[config.mk]
export PLATFORM = sky130hd
export DESIGN_NAME = plwit_top
export DESIGN_NICKNAME = d
export VERILOG_FILES = /design/src/core/plwit_pkg.sv /design/src/core/plwit_prescaler.sv /design/src/core/plwit_apb_regs.sv /design/src/core/plwit_top.sv
export SDC_FILE = /design/constraint.sdc
export NUM_CORES = 1
export LEC_CHECK = 0
export ABC_AREA = 1
export BUFFER_PORTS_ARGS = -buffer_cell sky130_fd_sc_hd__buf_2
export CELL_PAD_IN_SITES_DETAIL_PLACEMENT = 0
export CELL_PAD_IN_SITES_GLOBAL_PLACEMENT = 1
export CORE_MARGIN = 2
export CORE_UTILIZATION = 34
export CTS_BUF_LIST = sky130_fd_sc_hd__clkbuf_2 sky130_fd_sc_hd__clkbuf_4 sky130_fd_sc_hd__clkbuf_8
export DETAILED_ROUTE_END_ITERATION = 10
export PLACE_DENSITY_LB_ADDON = 0.25
export SYNTH_ARGS = -nofsm -noshare
export SYNTH_HDL_FRONTEND = slang
export SYNTH_SLANG_ARGS = --single-unit
[constraint.sdc]
create_clock -name mclk -period 2.1 [get_ports mclk]
set_clock_uncertainty 0.1 [all_clocks]
set_input_delay 0.105 -clock mclk [delete_from_list [all_inputs] [get_ports mclk]]
set_output_delay 0.105 -clock mclk [all_outputs]
set_load 0.02 [all_outputs]
[src/core/plwit_pkg.sv]
// What this block does
// - Select code 0..6 gives 2^12..2^18 cycles, code 7 gives 2^20.
// - Reset clears period select register; upper five bits always zero.
// - Reset clears mode register: stopped, interval mode, sticky bits free.
// - Run bit 0 holds count; each write of 1 clears and starts.
// - Once run is set, software writes of 0 are ignored.
// - Once mode bits are 1, software writes of 0 are ignored.
// - Upper mode bit 0 means interval timer; overflow raises interval request.
// - Mode bits 1,0 mean watchdog mode 1; overflow raises NMI request.
// - Mode bits 1,1 mean watchdog mode 2; overflow raises system reset.
// - First overflow after restart may be up to 2^8 cycles early.
// - Interval mode repeats requests every period without software help.
// - Interval request is gated by its mask flag only; priority flag is just passed through.
// - Counter runs in HALT and freezes in STOP, in all modes.
// - Counter halts while CPU runs from subsystem clock.
// - Interval request ranks highest among maskable sources at default.
// - Counter advances on main clock; overflows at carry of selected bit.
// - Watchdog and interval modes are exclusive; never both at once.
package plwit_pkg;
  localparam logic [15:0] PLWIT_PERIOD_SEL_ADDR = 16'hFF42;
  localparam logic [15:0] PLWIT_MODE_CTRL_ADDR  = 16'hFFF9;
  localparam logic [7:0]  PLWIT_REG_RESET       = 8'h00;
  localparam int          PLWIT_RUN_BIT         = 7;
  localparam int          PLWIT_LOOP_BIT        = 4;
  localparam int          PLWIT_RSTSEL_BIT      = 3;
  localparam int          PLWIT_PRESC_W         = 8;
  localparam int          PLWIT_CNT_W           = 12;
  localparam logic [2:0]  PLWIT_SEL_MAX         = 3'h7;
  localparam logic [PLWIT_CNT_W-1:0] PLWIT_CNT_ZERO = 12'h000;

  typedef enum logic [1:0] {
    PLWIT_MODE_INTERVAL = 2'b00,
    PLWIT_MODE_NMI      = 2'b01,
    PLWIT_MODE_RESET    = 2'b10
  } plwit_mode_t;

  typedef struct packed {
    logic interval_irq;
    logic nmi_req;
    logic reset_req;
  } plwit_events_t;
endpackage

[src/core/plwit_prescaler.sv]
module plwit_prescaler (
  input  wire logic mclk,
  input  wire logic rst_n,
  input  wire logic enable,
  output logic      tick
);
  logic [plwit_pkg::PLWIT_PRESC_W-1:0] presc_reg;

  // Never cleared by run writes, so first period may be short
  always_ff @(posedge mclk) begin
    if (!rst_n) begin
      presc_reg <= '0;
    end else if (enable) begin
      presc_reg <= presc_reg + 1'b1;
    end
  end

  assign tick = enable && (presc_reg == '1);
endmodule

[src/core/plwit_apb_regs.sv]
module plwit_apb_regs (
  input  wire logic        mclk,
  input  wire logic        rst_n,
  input  wire logic        psel,
  input  wire logic        penable,
  input  wire logic        pwrite,
  input  wire logic [15:0] paddr,
  input  wire logic [31:0] pwdata,
  output logic      [31:0] prdata,
  output logic             pready,
  output logic             pslverr,
  output logic      [2:0]  period_sel,
  output logic             run,
  output logic             loop_detect_select,
  output logic             overflow_reset_select,
  output logic             run_write
);
  logic        access;
  logic        commit;
  logic        hit_sel;
  logic        hit_mode;
  logic        ready_reg;
  logic        err_reg;
  logic [31:0] rdata_c;
  logic [31:0] rdata_reg;

  assign access    = psel && penable;
  assign commit    = access && ready_reg;
  assign hit_sel   = paddr == plwit_pkg::PLWIT_PERIOD_SEL_ADDR;
  assign hit_mode  = paddr == plwit_pkg::PLWIT_MODE_CTRL_ADDR;
  assign pready    = ready_reg;
  assign pslverr   = err_reg;
  assign prdata    = rdata_reg;
  assign run_write = commit && pwrite && hit_mode && pwdata[plwit_pkg::PLWIT_RUN_BIT];

  // One wait state buys registered bus outputs; writes land only on the ready edge
  always_ff @(posedge mclk) begin
    if (!rst_n) begin
      ready_reg <= 1'b0;
      err_reg   <= 1'b0;
      rdata_reg <= 32'h0000_0000;
    end else begin
      ready_reg <= access && !ready_reg;
      err_reg   <= access && !ready_reg && !(hit_sel || hit_mode);
      rdata_reg <= (access && !ready_reg) ? rdata_c : 32'h0000_0000;
    end
  end

  always_ff @(posedge mclk) begin
    if (!rst_n) begin
      period_sel <= plwit_pkg::PLWIT_REG_RESET[2:0];
    end else if (commit && pwrite && hit_sel) begin
      period_sel <= pwdata[2:0];
    end
  end

  // Sticky bits: software can set, only reset clears
  always_ff @(posedge mclk) begin
    if (!rst_n) begin
      run                   <= 1'b0;
      loop_detect_select    <= 1'b0;
      overflow_reset_select <= 1'b0;
    end else if (commit && pwrite && hit_mode) begin
      run                   <= run | pwdata[plwit_pkg::PLWIT_RUN_BIT];
      loop_detect_select    <= loop_detect_select | pwdata[plwit_pkg::PLWIT_LOOP_BIT];
      overflow_reset_select <= overflow_reset_select | pwdata[plwit_pkg::PLWIT_RSTSEL_BIT];
    end
  end

  always_comb begin
    rdata_c = 32'h0000_0000;
    if (hit_sel) begin
      rdata_c[2:0] = period_sel;
    end else if (hit_mode) begin
      rdata_c[plwit_pkg::PLWIT_RUN_BIT]    = run;
      rdata_c[plwit_pkg::PLWIT_LOOP_BIT]   = loop_detect_select;
      rdata_c[plwit_pkg::PLWIT_RSTSEL_BIT] = overflow_reset_select;
    end
  end
endmodule

[src/core/plwit_top.sv]
module plwit_top (
  input  wire logic        mclk,
  input  wire logic        rst_n,
  input  wire logic        psel,
  input  wire logic        penable,
  input  wire logic        pwrite,
  input  wire logic [15:0] paddr,
  input  wire logic [31:0] pwdata,
  output logic      [31:0] prdata,
  output logic             pready,
  output logic             pslverr,
  input  wire logic        stop_mode,
  input  wire logic        subsys_clk_sel,
  input  wire logic        interval_irq_mask,
  input  wire logic        interval_irq_priority,
  output logic             interval_irq,
  output logic             interval_irq_priority_out,
  output logic             nmi_req,
  output logic             reset_req
);
  localparam int PLWIT_CNT_W_L = plwit_pkg::PLWIT_CNT_W;

  logic        stop_s1_reg;
  logic        stop_s2_reg;
  logic        sub_s1_reg;
  logic        sub_s2_reg;
  logic [2:0]  period_sel;
  logic        run;
  logic        loop_sel;
  logic        rst_sel;
  logic        run_write;
  logic        count_en;
  logic        tick;
  logic [PLWIT_CNT_W_L-1:0] cnt_reg;
  logic        ovf;
  plwit_pkg::plwit_mode_t mode;
  logic [31:0] prdata_c;
  logic        pslverr_c;
  logic        pready_c;

  plwit_pkg::plwit_events_t events_next;
  plwit_pkg::plwit_events_t events_reg;
  logic                     prio_reg;

  // Carry-out of the selected counter bit, one prescaled tick (2^8 cycles) per count
  function automatic logic sel_carry(input logic [PLWIT_CNT_W_L-1:0] c, input logic [2:0] s);
    logic r;
    r = 1'b0;
    case (s)
      3'h0:    r = &c[3:0];
      3'h1:    r = &c[4:0];
      3'h2:    r = &c[5:0];
      3'h3:    r = &c[6:0];
      3'h4:    r = &c[7:0];
      3'h5:    r = &c[8:0];
      3'h6:    r = &c[9:0];
      default: r = &c[11:0];
    endcase
    return r;
  endfunction

  // Overflow survives only if no kick lands in the same cycle
  function automatic logic req_for(input logic                   o,
                                   input logic                   k,
                                   input plwit_pkg::plwit_mode_t m,
                                   input plwit_pkg::plwit_mode_t want);
    return o && !k && (m == want);
  endfunction

  plwit_apb_regs u_regs (
    .mclk                  (mclk),
    .rst_n                 (rst_n),
    .psel                  (psel),
    .penable               (penable),
    .pwrite                (pwrite),
    .paddr                 (paddr),
    .pwdata                (pwdata),
    .prdata                (prdata_c),
    .pready                (pready_c),
    .pslverr               (pslverr_c),
    .period_sel            (period_sel),
    .run                   (run),
    .loop_detect_select    (loop_sel),
    .overflow_reset_select (rst_sel),
    .run_write             (run_write)
  );

  // Bus outputs are flops in the register bank, one wait state per access
  assign prdata  = prdata_c;
  assign pready  = pready_c;
  assign pslverr = pslverr_c;

  // Standby and clock-select inputs come from other logic domains
  always_ff @(posedge mclk) begin
    if (!rst_n) begin
      stop_s1_reg <= 1'b0;
      stop_s2_reg <= 1'b0;
      sub_s1_reg  <= 1'b0;
      sub_s2_reg  <= 1'b0;
    end else begin
      stop_s1_reg <= stop_mode;
      stop_s2_reg <= stop_s1_reg;
      sub_s1_reg  <= subsys_clk_sel;
      sub_s2_reg  <= sub_s1_reg;
    end
  end

  assign count_en = run && !stop_s2_reg && !sub_s2_reg;

  plwit_prescaler u_presc (
    .mclk   (mclk),
    .rst_n  (rst_n),
    .enable (count_en),
    .tick   (tick)
  );

  // One mode only; upper bit 0 forces interval whatever lower holds
  always_comb begin
    case ({loop_sel, rst_sel})
      2'b10:   mode = plwit_pkg::PLWIT_MODE_NMI;
      2'b11:   mode = plwit_pkg::PLWIT_MODE_RESET;
      default: mode = plwit_pkg::PLWIT_MODE_INTERVAL;
    endcase
  end

  assign ovf = tick && sel_carry(cnt_reg, period_sel);

  // Run write wins over overflow: a kick in the overflow cycle saves the system
  always_ff @(posedge mclk) begin
    if (!rst_n) begin
      cnt_reg <= plwit_pkg::PLWIT_CNT_ZERO;
    end else if (run_write) begin
      cnt_reg <= plwit_pkg::PLWIT_CNT_ZERO;
    end else if (ovf) begin
      cnt_reg <= plwit_pkg::PLWIT_CNT_ZERO;
    end else if (tick) begin
      cnt_reg <= cnt_reg + 1'b1;
    end
  end

  // Mask only gates the interval request; NMI and reset are unmaskable
  always_comb begin
    events_next              = '0;
    events_next.interval_irq = req_for(ovf, run_write, mode, plwit_pkg::PLWIT_MODE_INTERVAL)
                               && !interval_irq_mask;
    events_next.nmi_req      = req_for(ovf, run_write, mode, plwit_pkg::PLWIT_MODE_NMI);
    events_next.reset_req    = req_for(ovf, run_write, mode, plwit_pkg::PLWIT_MODE_RESET);
  end

  always_ff @(posedge mclk) begin
    if (!rst_n) begin
      events_reg <= '0;
    end else begin
      events_reg <= events_next;
    end
  end

  // Priority is only carried through; ranking lives in the interrupt controller
  always_ff @(posedge mclk) begin
    if (!rst_n) begin
      prio_reg <= 1'b0;
    end else begin
      prio_reg <= interval_irq_priority;
    end
  end

  assign interval_irq              = events_reg.interval_irq;
  assign nmi_req                   = events_reg.nmi_req;
  assign reset_req                 = events_reg.reset_req;
  assign interval_irq_priority_out = prio_reg;
endmodule

==> results by stage, run 1 <==
Run status:
- The flow ran to the end, and the final reports show no timing, DRC or antenna violations.

Setup path:
- Data on the critical path is required at its endpoint by 2.24 ns.
- The slowest stage cell on the critical path is sky130_fd_sc_hd__dfxtp_4.
- The largest single stage delay on the critical path is ~0.36 ns.
- The buffering stage count on the worst path with inverters included is 2.
- STA classifies the critical path endpoint as a register.
- The dominant delay contributor by cell family on the critical path is simple AND/OR/NAND/NOR gates.
- Traced cell by cell, the critical path runs through ha_4, nand2_2, nor2_4, nand2_2, inv_1, ha_1, nor2_1, nor2_1, nand2_1, nand3_2, nand3_1, nand2_2, buf_12, nor2_1.
- The element type at the critical path start is a register.
- The setup check on the worst reg-to-reg path leaves a slack of 0.23 ns.
- The worst-path maximum fanout is 12.
- The end of the worst register-to-register path is cnt_reg[10].
- Data on the critical path arrives at its endpoint at 2.01 ns.
- The worst reg2reg path startpoint is cnt_reg[1].
- The worst setup path category is register to register.
- The depth of the most critical reg-to-reg path is 14.

STA:
- Of the available clock period, the critical path in the final layout requires 0.8903.
- The total of endpoints with negative setup slack in the final report is 0.
- Derived from the worst setup path, the maximum achievable clock frequency is roughly 530 MHz.
- The remaining max-slew budget at the tightest pin is 0.5830.
- The shortest period the worst path allows is between 1.5 and 2 ns.
- The max-slew violation count was 0.
- Setup repair after global routing left no endpoint under its margin.
- After routing, the total negative slack on setup checks comes to 0 ns.
- At the pin with the least slew margin, the transition time is 0.6208 ns.
- The final hold violation count is 0.

Logic synthesis:
- The commonest register cell after synthesis is sky130_fd_sc_hd__dfxtp_1.
- The number of synthesis warnings is 0.
- After synthesis, the share of flip-flops with an asynchronous set or reset is 0.
- The mean instance size in the synthesized netlist is between 7 and 8 um2.
- Of the post-synthesis cell area, the dominant cell type holds 0.3801.
- Counting flops and latches in the post-synthesis netlist gives 42.
- Yosys mapped a number of flops with a built-in enable equal to 0.
- Ranked by total cell area, the synthesized netlist is headed by sky130_fd_sc_hd__dfxtp_1 (38%), sky130_fd_sc_hd__nand2_1 (9.5%), sky130_fd_sc_hd__buf_4 (8.8%), sky130_fd_sc_hd__nor2_1 (8.7%), sky130_fd_sc_hd__inv_1 (6.8%).
- The mapped cell area is 2212 um2.
- The cell count after synthesis came out at 310.
- The post-synthesis sequential area ratio is 0.3801.
- Yosys mapped the design onto 30 distinct sky130hd cell types.
- The post-synthesis cell type with the largest combined area is sky130_fd_sc_hd__dfxtp_1.

Layout:
- The area taken by multi-input logic gates is between 1000 and 1500 um2.
- The number of filler cells placed in the layout is 686.
- At the end of the flow the core is filled with cells to 0.4209.
- At the end of the flow, the number of nets in the layout was 430.
- The fraction of layout cells with a size suffix above 1 is 0.2162.
- Compared with the post-synthesis result, the final layout area differs by 20.14%.
- The number of antenna diodes in the final layout is 0.
- The register with the most flip-flops in the layout has 12 of them.
- The combined flip-flop and latch cell area is roughly 850 um2.
- Leaving out filler cells and counting taps, the final layout contains between 400 and 500.

Hold path:
- The terminating pin of the worst hold path is u_regs.pready.
- The worst hold path passes through 3 cells.
- The worst hold-check path type is primary input to register.
- The startpoint identified for the worst hold timing path is rst_n.

Clock tree:
- The clock tree from TritonCTS is yes.
- The clock network latency to the later pin of the worst-skew pair is ~0.30 ns.
- The number of sinks driven by the clock tree is 42.
- The number of H-tree branching levels is 2.
- The clock-pin transition on the worst setup and hold timing paths is about 0.08 ns.
- The number of clock buffers added by TritonCTS is 5.
- The CTS root buffer is sky130_fd_sc_hd__clkbuf_8.
- Counting along the longest clock path gives a buffer depth of 2.
- The number of setup buffers added after CTS is 0.

Global routing:
- In the global route stage, overall resource usage came out at 0.1372.
- Summed over all layers, the global routing overflow is 0.
- The pin count of the biggest net entering global routing is 16.
- The wire length of the first global-routing pass is 7.872 mm.
- The initial antenna violation count was 0.
- The number of global-route vias before repair is 1785.

Pwr:
- For this design the ratio of total power to cell area is ~590 nW/um2.
- In this run the static leakage power is between 1 and 1.5 nW.
- The worst supply voltage drop on vdd is between 300 and 400 uV.

Floorplan:
- The floorplan step set the die width to around 85 um.
- During I/O placement, the number of pins put on the boundary was 95.
- The floorplan has 29 rows.
- The height of the die is 84.66 um.
- The die area is ~7200 um2.
- The area of the placeable core is 6314 um2.
- The initial core utilization is 0.3504.

Place:
- The total half-perimeter wirelength after legalization and detailed placement is around 3.5 mm.
- Routability-driven placement finished with a final weighted congestion of a little under 0.8.
- The number of buffers added on ports is 42.
- Once placement completed, the tool counted placed cells totaling 430.

Route:
- Dividing the detail-routed via count by the number of cells gives around 4.3.
- The post-detailed-route count of antenna-violating nets is 0.
- The total iterations of the first detailed-routing run is 4.
- After detailed routing, the average wire length per cell comes to just over 10 um.
- The total wire length after detailed routing is about 4.5 mm.
- For this run, design rule violations remaining after detail routing come to 0.
- The starting DRC count in detailed routing is 46.
- The total vias in the final route is 1906.

Run:
- The number of max-cap violations is 0.
per-layer routing:
metal	global-route usage	up-vias	share of wire
met5	0	-	0
met1	0.1680	822	0.47
li1	-	1028	-
met4	0.06782	0	0.026
met3	0.03835	12	0.044
met2	0.2212	44	0.46
worst min-delay path, delay by kind of cell:
kind	cells	cell delay (ns)
simple gates	1	0.08
buf+inv	2	0.18
worst max-delay path by stage:
stage / depth (start not counted) / end / slack [ns] / startpoint
2_1_floorplan: 14 / cnt_reg[10] / 0.32 / cnt_reg[0]
3_3_place_gp: 14 / cnt_reg[10] / 0.14 / cnt_reg[1]
3_5_place_dp: 14 / cnt_reg[10] / 0.10 / cnt_reg[1]
4_1_cts: 14 / cnt_reg[10] / 0.08 / cnt_reg[1]
5_1_grt: 14 / cnt_reg[10] / 0.01 / cnt_reg[1]
6_report: 14 / cnt_reg[10] / 0.23 / cnt_reg[1]
power by group:
group	switching [W]	leakage, nW	internal [W]
Sequential	0.00000158	0.341	0.000800
Clock	0.000294	0.0579	0.000350
Combinational	0.0000805	0.746	0.0000474
Total	0.000376	1.14	0.00120
area by class of cell:
cell class | count | share of cell area
Clock buffer | 5 | 0.02589
Tap cell | 77 | 0.03625
Sequential cell | 42 | 0.3183
Multi-Input combinational cell | 220 | 0.4082
Timing Repair Buffer | 57 | 0.1347
Inverter | 43 | 0.06168
Clock inverter | 3 | 0.01507
cells by family after synthesis:
family / after synthesis / share of synthesized area
AO/OA/AOI/OAI: 29 / 0.07013
XOR/XNOR: 8 / 0.03168
adder cells (fa/ha/maj): 4 / 0.02263
buffers and inverters: 73 / 0.1776
flip-flops: 42 / 0.3801
other: 1 / 0.001695
AND/OR/NAND/NOR: 153 / 0.3162
cell usage after synthesis, drive strengths merged (2+ instances only):
cell type and count:
o21a 2, inv 43, nor3 5, o21ai 11, a21oi 14, nand4 4
clkbuf 2, o211ai 2, xnor2 2, xor2 6, buf 28, nand3 20
ha 4, nand2 62, dfxtp 42, nor2 59
what timing repair did:
item                                   4_1_cts  5_1_grt
hold buffers                                 9        0
setup endpoints to repair                    0       15
endpoints found under the hold margin        9        0
gates resized for setup                      0        5
stage by stage:
stage / cell area, um2 / setup WS, ns / total power, W / hold slack (ns)
6_report: 2658 / 0.2303 / 0.001574 / 0.02317
4_1_cts: 2640 / 0.08361 / 0.001595 / 0.02626
2_1_floorplan: 2306 / 0.3238 / 0.0009312 / 0.1026
5_1_grt: 2658 / 0.01179 / 0.001641 / 0.04949
3_5_place_dp: 2441 / 0.1026 / 0.0009381 / 0.1902
3_3_place_gp: 2441 / 0.1445 / 0.0009367 / 0.1840
cell usage in the layout, fill, tap and decap left out, types with 2 or more instances in the layout:
master,count
sky130_fd_sc_hd__dfxtp_1,40
sky130_fd_sc_hd__nor2_2,7
sky130_fd_sc_hd__xor2_1,6
sky130_fd_sc_hd__inv_1,40
sky130_fd_sc_hd__dlygate4sd3_1,9
sky130_fd_sc_hd__nor2_1,51
sky130_fd_sc_hd__nand2_1,56
sky130_fd_sc_hd__nand3_1,17
sky130_fd_sc_hd__o21a_1,2
sky130_fd_sc_hd__buf_2,42
sky130_fd_sc_hd__clkinv_2,2
sky130_fd_sc_hd__o21ai_0,11
sky130_fd_sc_hd__xnor2_1,2
sky130_fd_sc_hd__ha_1,3
sky130_fd_sc_hd__clkbuf_8,5
sky130_fd_sc_hd__a21oi_1,14
sky130_fd_sc_hd__nand4_1,4
sky130_fd_sc_hd__nor3_1,4
sky130_fd_sc_hd__o211ai_1,2
sky130_fd_sc_hd__conb_1,26
sky130_fd_sc_hd__nand3_2,2
sky130_fd_sc_hd__buf_4,5
sky130_fd_sc_hd__nand2_2,6
sky130_fd_sc_hd__inv_2,2
Power figures use the tool's default switching activity.
==> run 2, diff against run 1 <==
--- a/config.mk
+++ b/config.mk
@@ -10,10 +10,11 @@
 export CELL_PAD_IN_SITES_DETAIL_PLACEMENT = 0
 export CELL_PAD_IN_SITES_GLOBAL_PLACEMENT = 1
 export CORE_MARGIN = 2
-export CORE_UTILIZATION = 34
+export CORE_UTILIZATION = 33
 export CTS_BUF_LIST = sky130_fd_sc_hd__clkbuf_2 sky130_fd_sc_hd__clkbuf_4 sky130_fd_sc_hd__clkbuf_8
 export DETAILED_ROUTE_END_ITERATION = 10
 export PLACE_DENSITY_LB_ADDON = 0.25
 export SYNTH_ARGS = -nofsm -noshare
 export SYNTH_HDL_FRONTEND = slang
+export SYNTH_HIERARCHICAL = 1
 export SYNTH_SLANG_ARGS = --single-unit
==> run 2 against run 1 <==
- register-to-register slack worse by 0.05 ns
- highest routed layer unchanged
- global-route usage is 1.8 points lower
- design area decreased by 3.5%
- sequential cell count is the same
- sequential share of layout area grew 0.95 points
- routed wire length decreased by 12%
- maximum frequency fell by 2.4%
- total power is 7.7% lower
- final cell count down 1.1%
- first-iteration DRC count is 37% higher
==> results by stage, run 2 <==
Setup path:
- The worst stage delay on the critical path is between 0.3 and 0.4 ns.
- The most critical setup path has its startpoint at cnt_reg[0].
- The worst setup path is launched from a register.
- The data required time of the critical path is approximately 2.2 ns.
- The sort of element at the end of the critical path is a register.
- Along the worst path, the maximum fanout reaches 12.
- For flop-to-flop paths, the worst setup slack is about 0.18 ns.
- The slowest stage of the critical path belongs to the cell sky130_fd_sc_hd__dfxtp_1.
- The signal on the critical path passes through ha_1, nand3_2, clkinv_2, nand2_1, inv_1, ha_1, a31oi_1, o21ai_2, nand3_1, nand2_4, nor2_1.
- The data arrival at the endpoint of the critical path is 2.04 ns.
- The worst setup path category is register to register.
- The startpoint identified for the worst register-to-register timing path is cnt_reg[0].
- The cell that appears most often on the critical path is sky130_fd_sc_hd__ha_1.

Logic synthesis:
- Synthesis handed over a netlist of 307 instances.
- The post-synthesis sequential area ratio is 0.3864.
- By count the netlist is led by sky130_fd_sc_hd__nand2_1 (65), sky130_fd_sc_hd__nor2_1 (54), sky130_fd_sc_hd__inv_1 (50).
- Yosys mapped a number of flops with a built-in enable equal to 0.
- The number of different library cells used by synthesis comes to 26.
- By area the synthesized netlist is led by sky130_fd_sc_hd__dfxtp_1 (39%), sky130_fd_sc_hd__nand2_1 (11%), sky130_fd_sc_hd__nor2_1 (9.3%), sky130_fd_sc_hd__buf_4 (9.0%), sky130_fd_sc_hd__inv_1 (8.6%).
- The number of synthesis warnings is 6.
- The post-synthesis cell type with the largest combined area is sky130_fd_sc_hd__dfxtp_1.
- The mapped cell area is around 2200 um2.
- The share of the synthesized area in compound gates (AO/OA/AOI/OAI) came to 0.03910.
- After synthesis the netlist holds a flip-flop and latch count of 42.
- The main combinational cell family by area after synthesis is simple AND/OR/NAND/NOR gates.
- The share of the synthesized area in the top cell type is 0.3864.
- Of the total synthesized cell area, the portion taken by AND, OR, NAND and NOR gates is 0.3174.
- The post-synthesis share of cell area spent on xor and xnor gates is 0.02818.
- The dominant cell by count in the synthesized netlist is sky130_fd_sc_hd__nand2_1.
- The mean instance size in the synthesized netlist is roughly 7.1 um2.
- Of the post-synthesis cell area, the part taken by muxes is 0.01380.
- The share of flip-flops with an asynchronous set or reset after synthesis is 0.
- In the synthesized netlist the dominant register cell turns out to be sky130_fd_sc_hd__dfxtp_1.
- The adder-cell share of the synthesized area is 0.02300.

Global routing:
- The initial antenna violation count is 0.
- The number of global-route vias before repair is ~1600.
- After global routing the overflow that remains totals 0.
- The wire length of the first global-routing pass is a little under 7 mm.
- Entering global routing, the biggest net connects 15 pins.
- The overall track demand over capacity in global routing is 0.1191.

Floorplan:
- The core region is about 6300 um2.
- In this run the vertical extent of the chip is between 80 and 90 um.
- The die is 85.20 um wide.
- The floorplan row count is 29.
- The die area is 7259 um2.
- The number of placed I/O pins is 95.
- The initial utilization of the core area, before any placement, comes to 0.3427.

STA:
- Setup repair after global routing left no endpoint under its margin.
- The final hold violation count is 0.
- In the final timing run, aggregate negative setup slack is 0 ns.
- The max-slew violation count is 0.
- Setup violations remaining at the end of the flow were counted as 0.
- For this run, the top clock speed supported by timing is 521.8 MHz.
- Setup slack closes at 0.1834 ns.
- The shortest period the worst path allows is about 1.9 ns.
- The worst hold slack is between 0.015 and 0.02 ns.
- The final worst-path cycle share is 0.9127.

Hold path:
- The worst hold-check path type is primary input to register.
- The startpoint identified for the worst hold timing path is rst_n.

Pwr:
- IR analysis of the VDD net gives a maximum drop of slightly above 300 uV.
- The ratio of total power to cell area is 566.3 nW/um2.
- In this run the static leakage power is around 1.2 nW.

Route:
- Summed over all layers, the routed wires come to 4.008 mm.
- Dividing the detail-routed via count by the number of cells gives 4.077.
- After detailed routing, the number of remaining DRC violations is 0.
- The first routing iteration left 63 violations.
- The total vias in the final route is about 1800.
- The average wire per standard cell is between 9 and 10 um.
- For this run, the detailed router's first-pass iteration total came to 4.
- Once detail routing completed, the nets flagged for antenna violations numbered 0.

Place:
- In this run the tool buffered the top-level ports with 42 buffer cells.
- The total cell area at the placement stage is roughly 2400 um2.
- The total half-perimeter wirelength after legalization and detailed placement is 3.094 mm.
- OpenSTA, run right after detailed placement, puts the worst setup slack at -0.03060 ns.
- The routability congestion estimate is roughly 0.7.

Layout:
- The leading cell type in the layout, fill and taps excluded is sky130_fd_sc_hd__nand2_1.
- Relative to the synthesized area, the layout overhead comes to 17.88%.
- After the last flow step, the layout net total stands at 425.
- Of the cells placed in the final design, the portion with a size suffix greater than 1 is 0.2000.
- The repair_antennas step left the layout with diodes totalling 0.
- In the layout the commonest cells are sky130_fd_sc_hd__nand2_1 (65), sky130_fd_sc_hd__nor2_1 (53), sky130_fd_sc_hd__inv_1 (50), sky130_fd_sc_hd__dfxtp_1 (42), sky130_fd_sc_hd__buf_2 (42).
- The register with the most flip-flops in the layout has 12 of them.
- Counting the fill cells in the layout gives 692.
- The final instance area is between 2000 and 3000 um2.

Clock tree:
- The clock tree from TritonCTS is yes.
- The number of setup buffers added after CTS is 0.
- The clock reaches the later pin of the worst-skew pair after 0.29 ns.
- After clock tree synthesis, the clock-pin slew on the worst setup and hold paths is ~0.080 ns.
- The clock tree synthesis step divided the H-tree into 2 levels.
- The clock passes through at most 2 buffers.
- The CTS root buffer is sky130_fd_sc_hd__clkbuf_8.
- The number of sinks driven by the clock tree is 42.
- Clock tree synthesis inserted a total of 5 buffers.

Run status:
- The flow ran to the end, and the final reports show no timing, DRC or antenna violations.

Run:
- The number of max-cap violations is 0.
==> run 2: cell types whose count changed after synthesis, moves of 4 or more <==
cell	delta
sky130_fd_sc_hd__nand2_1	+9
sky130_fd_sc_hd__inv_1	+10
sky130_fd_sc_hd__a21oi_1	-5
sky130_fd_sc_hd__xor2_1	-4
sky130_fd_sc_hd__nor2_2	-4
sky130_fd_sc_hd__nand2_2	-4
sky130_fd_sc_hd__o21ai_0	-6
==> run 2: cells by family (layout without fill, tap and decap cells) <==
| group | count (synthesis) | after routing |
|---|---|---|
| buf+inv | 80 | 113 |
| other cells | 1 | 26 |
| flops | 42 | 42 |
| xor+xnor | 7 | 7 |
| fa+ha+maj | 4 | 4 |
| simple gates | 154 | 154 |
| compound gates | 16 | 16 |
| mux | 3 | 3 |
==> run 2: final timing paths <==
check	depth (start not counted)	endpoint
setup reg to reg	11	cnt_reg[2]
hold reg to reg	2	stop_s2_reg
hold / removal	3	u_regs/period_sel[2]
setup / recovery	11	cnt_reg[2]
==> run 2: worst max-delay path: cells and delay by family (launching register included) <==
family                     cells  cell delay (ns)
DFF                            1             0.34
adders and majority gates      2             0.41
and+or+nand+nor                5             0.57
buffers and inverters          2             0.14
AOI/OAI and AO/OA              2             0.28
==> run 2: routing by layer <==
metal	track usage	wire length, um	share of wire
met4	0.04329	53	0.013
met3	0.03016	161	0.040
met2	0.1882	1830	0.46
met5	0	0	0
met1	0.1574	1962	0.49
==> run 2: cell type report <==
type	count	area, um2	area share
inverter	51	192.7	0.07512
tap	77	96.34	0.03756
multi-input combinational	210	1027	0.4005
clock inverter	2	13.76	0.005366
sequential	42	840.8	0.3278
timing repair buffer	54	317.8	0.1239
clock buffer	6	76.32	0.02976
==> run 2: through the flow <==
| step | instances | utilization | power, W |
|---|---|---|---|
| detailed placement | 427 | 0.3767 | 0.0009425 |
| finish | 442 | 0.4039 | 0.001452 |
| global route | 442 | 0.4039 | 0.001537 |
| CTS | 442 | 0.4028 | 0.001483 |
| global placement | 427 | 0.3767 | 0.0009418 |
| floorplan | 332 | - | 0.0009385 |
==> run 2: repair_timing <==
item | in CTS | in global routing
resized for setup | 1 | 2
setup endpoints to repair | 12 | 9
pin swaps | 0 | 0
hold buffers | 7 | 0
endpoints found under the hold margin | 7 | 0
==> run 2: report_power, final <==
group          internal [W]  switching [W]
Clock              0.000247       0.000271
Combinational     0.0000435      0.0000865
Sequential         0.000802     0.00000244
==> run 3, diff against run 2 <==
--- a/config.mk
+++ b/config.mk
@@ -10,8 +10,7 @@
 export CELL_PAD_IN_SITES_DETAIL_PLACEMENT = 0
 export CELL_PAD_IN_SITES_GLOBAL_PLACEMENT = 1
 export CORE_MARGIN = 2
-export CORE_UTILIZATION = 33
-export CTS_BUF_LIST = sky130_fd_sc_hd__clkbuf_2 sky130_fd_sc_hd__clkbuf_4 sky130_fd_sc_hd__clkbuf_8
+export CORE_UTILIZATION = 32
 export DETAILED_ROUTE_END_ITERATION = 10
 export PLACE_DENSITY_LB_ADDON = 0.25
 export SYNTH_ARGS = -nofsm -noshare
==> constraint.sdc (replaced) <==
create_clock -name mclk -period 2.1 [get_ports mclk]
set_clock_uncertainty 0.1 [all_clocks]
set_input_delay 0.105 -clock mclk [delete_from_list [all_inputs] [get_ports mclk]]
set_output_delay 0.105 -clock mclk [all_outputs]
set_load 0.01 [all_outputs]
==> run 3 against run 2 <==
- clock-buffer cell count is the same
- clock power grew 25%
- non-clock buffer count is the same
- first-iteration DRC count shrank 4.8%
- die area grew 3.0%
- critical path type unchanged
==> results by stage, run 3 (synthesis results as in run 2) <==
Place:
- The number of buffers added on ports is 42.
- The congestion estimate from routability-driven global placement came to roughly 0.7.
- The HPWL after detailed placement is 3.157 mm.
- Including well taps, the total number of placed cells is 430.
- Prior to clock tree synthesis, the placed netlist has a worst setup slack of about 0.091 ns.

STA:
- The shortest period the worst path allows is about 1.9 ns.
- The max-slew violation count is 0.
- Timing would allow up to between 500 and 600 MHz.
- The final worst-path cycle share is 0.9172.
- The final hold violation count is 0.
- Setup violations remaining at the end of the flow were counted as 0.
- Setup repair after global routing could not meet its margin everywhere.
- After layout, the worst setup slack is approximately 0.17 ns.

Route:
- In the routed layout, each cell is associated on average with a via count of between 4 and 5.
- The starting DRC count in detailed routing is 60.
- The total iterations of the first detailed-routing run is 4.
- The average wire per standard cell is 9.227 um.
- The total DRC errors in the routed layout is 0.
- The post-detailed-route count of antenna-violating nets is 0.
- The total vias in the final route is around 1800.
- For this block, the routed nets add up to just over 4 mm of wire.

Setup path:
- The worst setup path is of the register to register kind.
- On the worst path, the slowest cell contributes a delay of about 0.34 ns.
- The worst-path maximum fanout is 6.
- The slowest stage cell on the critical path is sky130_fd_sc_hd__dfxtp_1.
- The data arrival at the endpoint of the critical path is roughly 2.1 ns.
- The signal on the critical path passes through ha_1, nand3_2, clkinv_2, nand2_1, inv_1, ha_1, a31oi_2, o21ai_2, nand3_2, nand2_2, nor2_1.
- Among cell families on the critical path, the largest total delay comes from simple AND/OR/NAND/NOR gates.
- The worst setup path is launched from a register.
- The worst setup path is captured at a register.
- The data required time of the critical path is 2.23 ns.
- Together, buffers and inverters on the worst path number 2.

Layout:
- In the final design database the tool counted 426 nets.
- For this run, the number of standard cells in the final layout without fillers is between 400 and 500.
- The fraction of layout cells with a size suffix above 1 is 0.2027.
- The total inserted antenna cells is 0.
- The flip-flop count of the largest register, all copies and words added is 12.
- Compared with the post-synthesis result, the final layout area differs by 19.78%.
- Leaving out fill and tap cells, the most frequent cells in the layout are sky130_fd_sc_hd__nand2_1 (65), sky130_fd_sc_hd__nor2_1 (54), sky130_fd_sc_hd__inv_1 (50), sky130_fd_sc_hd__dfxtp_1 (42), sky130_fd_sc_hd__buf_2 (42).
- The library cell used most frequently in the layout, excluding fill and tap cells, is sky130_fd_sc_hd__nand2_1.

Clock tree:
- CTS placed an instance of sky130_fd_sc_hd__clkbuf_8 at the clock tree root.
- The number of buffers added by the clock tree synthesis step is 5.
- The number of H-tree branching levels is 2.
- After clock tree synthesis, the clock-pin slew on the worst setup and hold paths is 0.08 ns.
- TritonCTS built the clock tree.
- The maximum count of clock buffers along a single path is 2.
- CTS saw between 40 and 50 sinks.
- The clock network latency to the later pin of the worst-skew pair is ~0.29 ns.
- After clock tree synthesis, the setup repair step added 0 buffers.

Floorplan:
- The area of the placeable core is between 6000 and 7000 um2.
- The floorplan row count is 30.
- The number of placed I/O pins is 95.
- The initial core utilization is 0.3257.
- In this run the horizontal extent of the chip is 86.46 um.
- The floorplan step set the die height to between 80 and 90 um.
- The die area is around 7500 um2.

Global routing:
- The met1 capacity usage during global routing is 0.1418.
- The met2 global-route usage is 0.2028.
- The overall track demand over capacity in global routing is 0.1184.
- The number of global-route vias before repair was approximately 1700.
- The wire length of the first global-routing pass is 7.017 mm.
- The total overflow left after global routing is 0.
- In the global route stage, met3 resource usage came out at 0.02952.
- The layer with the highest usage after global routing is met2.
- The initial antenna violation count is 0.
- Entering global routing, the biggest net connects 14 pins.

Hold path:
- The worst hold path belongs to the class primary input to register.

Run:
- The number of max-cap violations is 0.

Pwr:
- For this design the static power due to leakage is ~1.2 nW.
- The worst supply voltage drop on vdd is 361.3 uV.
- Power spread over the standard cell area amounts to around 600 nW/um2.
- The power after layout is 0.001560 W.

Run status:
- The run finished with clean final reports.
[run 3: path summary, 6_finish.rpt]
check | depth (start not counted) | startpoint | to | slack [ns]
setup / recovery | 11 | cnt_reg[0] | cnt_reg[4] | 0.17
hold / removal | 3 | rst_n | u_regs/period_sel[2] | 0.02
setup reg to reg | 11 | cnt_reg[0] | cnt_reg[4] | 0.17
hold reg to reg | 2 | stop_s1_reg | stop_s2_reg | 0.32
[run 3: routing by layer]
metal	routed length [um]	vias to the layer above	part of all wire
met4	65	0	0.016
li1	-	992	-
met5	0	-	0
met2	1886	33	0.46
met3	156	7	0.038
met1	1998	754	0.49
[run 3: layout make-up]
type                    count  area (um2)
fillers                   710        4075
multi-input cells         211        1042
flip-flops and latches     42       840.8
repair buffers             54       317.8
inverters                  51       192.7
well taps                  80       100.1
clock buffers               6       82.58
clock inverters             1       30.03
[run 3: per-stage QoR]
step	hold slack [ns]	util	TNS [ns]	area [um2]
after CTS	0.01732	0.3860	0	2579
final	0.01841	0.3901	0	2606
after global routing	0.03267	0.3901	-0.1491	2606
after floorplan	0.1026	-	0	2270
after global placement	0.1851	0.3586	0	2396
after detailed placement	0.1903	0.3586	0	2396
[run 3: timing repair]
action                                  CTS  global route
gates resized for setup                   0             4
endpoints found under the hold margin     7             0
endpoints found under the setup margin    0            12
hold buffers                              7             0
[run 3: power by group]
part           leakage, nW  total [W]  switching (W)  internal, W
Clock               0.0573   0.000647       0.000267     0.000380
Combinational        0.852   0.000109      0.0000653    0.0000436
Sequential           0.340   0.000804     0.00000219     0.000802
[run 3: worst register-to-register path: stages, from the launching register on]
cell and delay, ns:
sky130_fd_sc_hd__dfxtp_1 0.34, sky130_fd_sc_hd__ha_1 0.23, sky130_fd_sc_hd__nand3_2 0.10, sky130_fd_sc_hd__clkinv_2 0.07
sky130_fd_sc_hd__nand2_1 0.11, sky130_fd_sc_hd__inv_1 0.07, sky130_fd_sc_hd__ha_1 0.20, sky130_fd_sc_hd__a31oi_2 0.18
sky130_fd_sc_hd__o21ai_2 0.09, sky130_fd_sc_hd__nand3_2 0.13, sky130_fd_sc_hd__nand2_2 0.13, sky130_fd_sc_hd__nor2_1 0.11
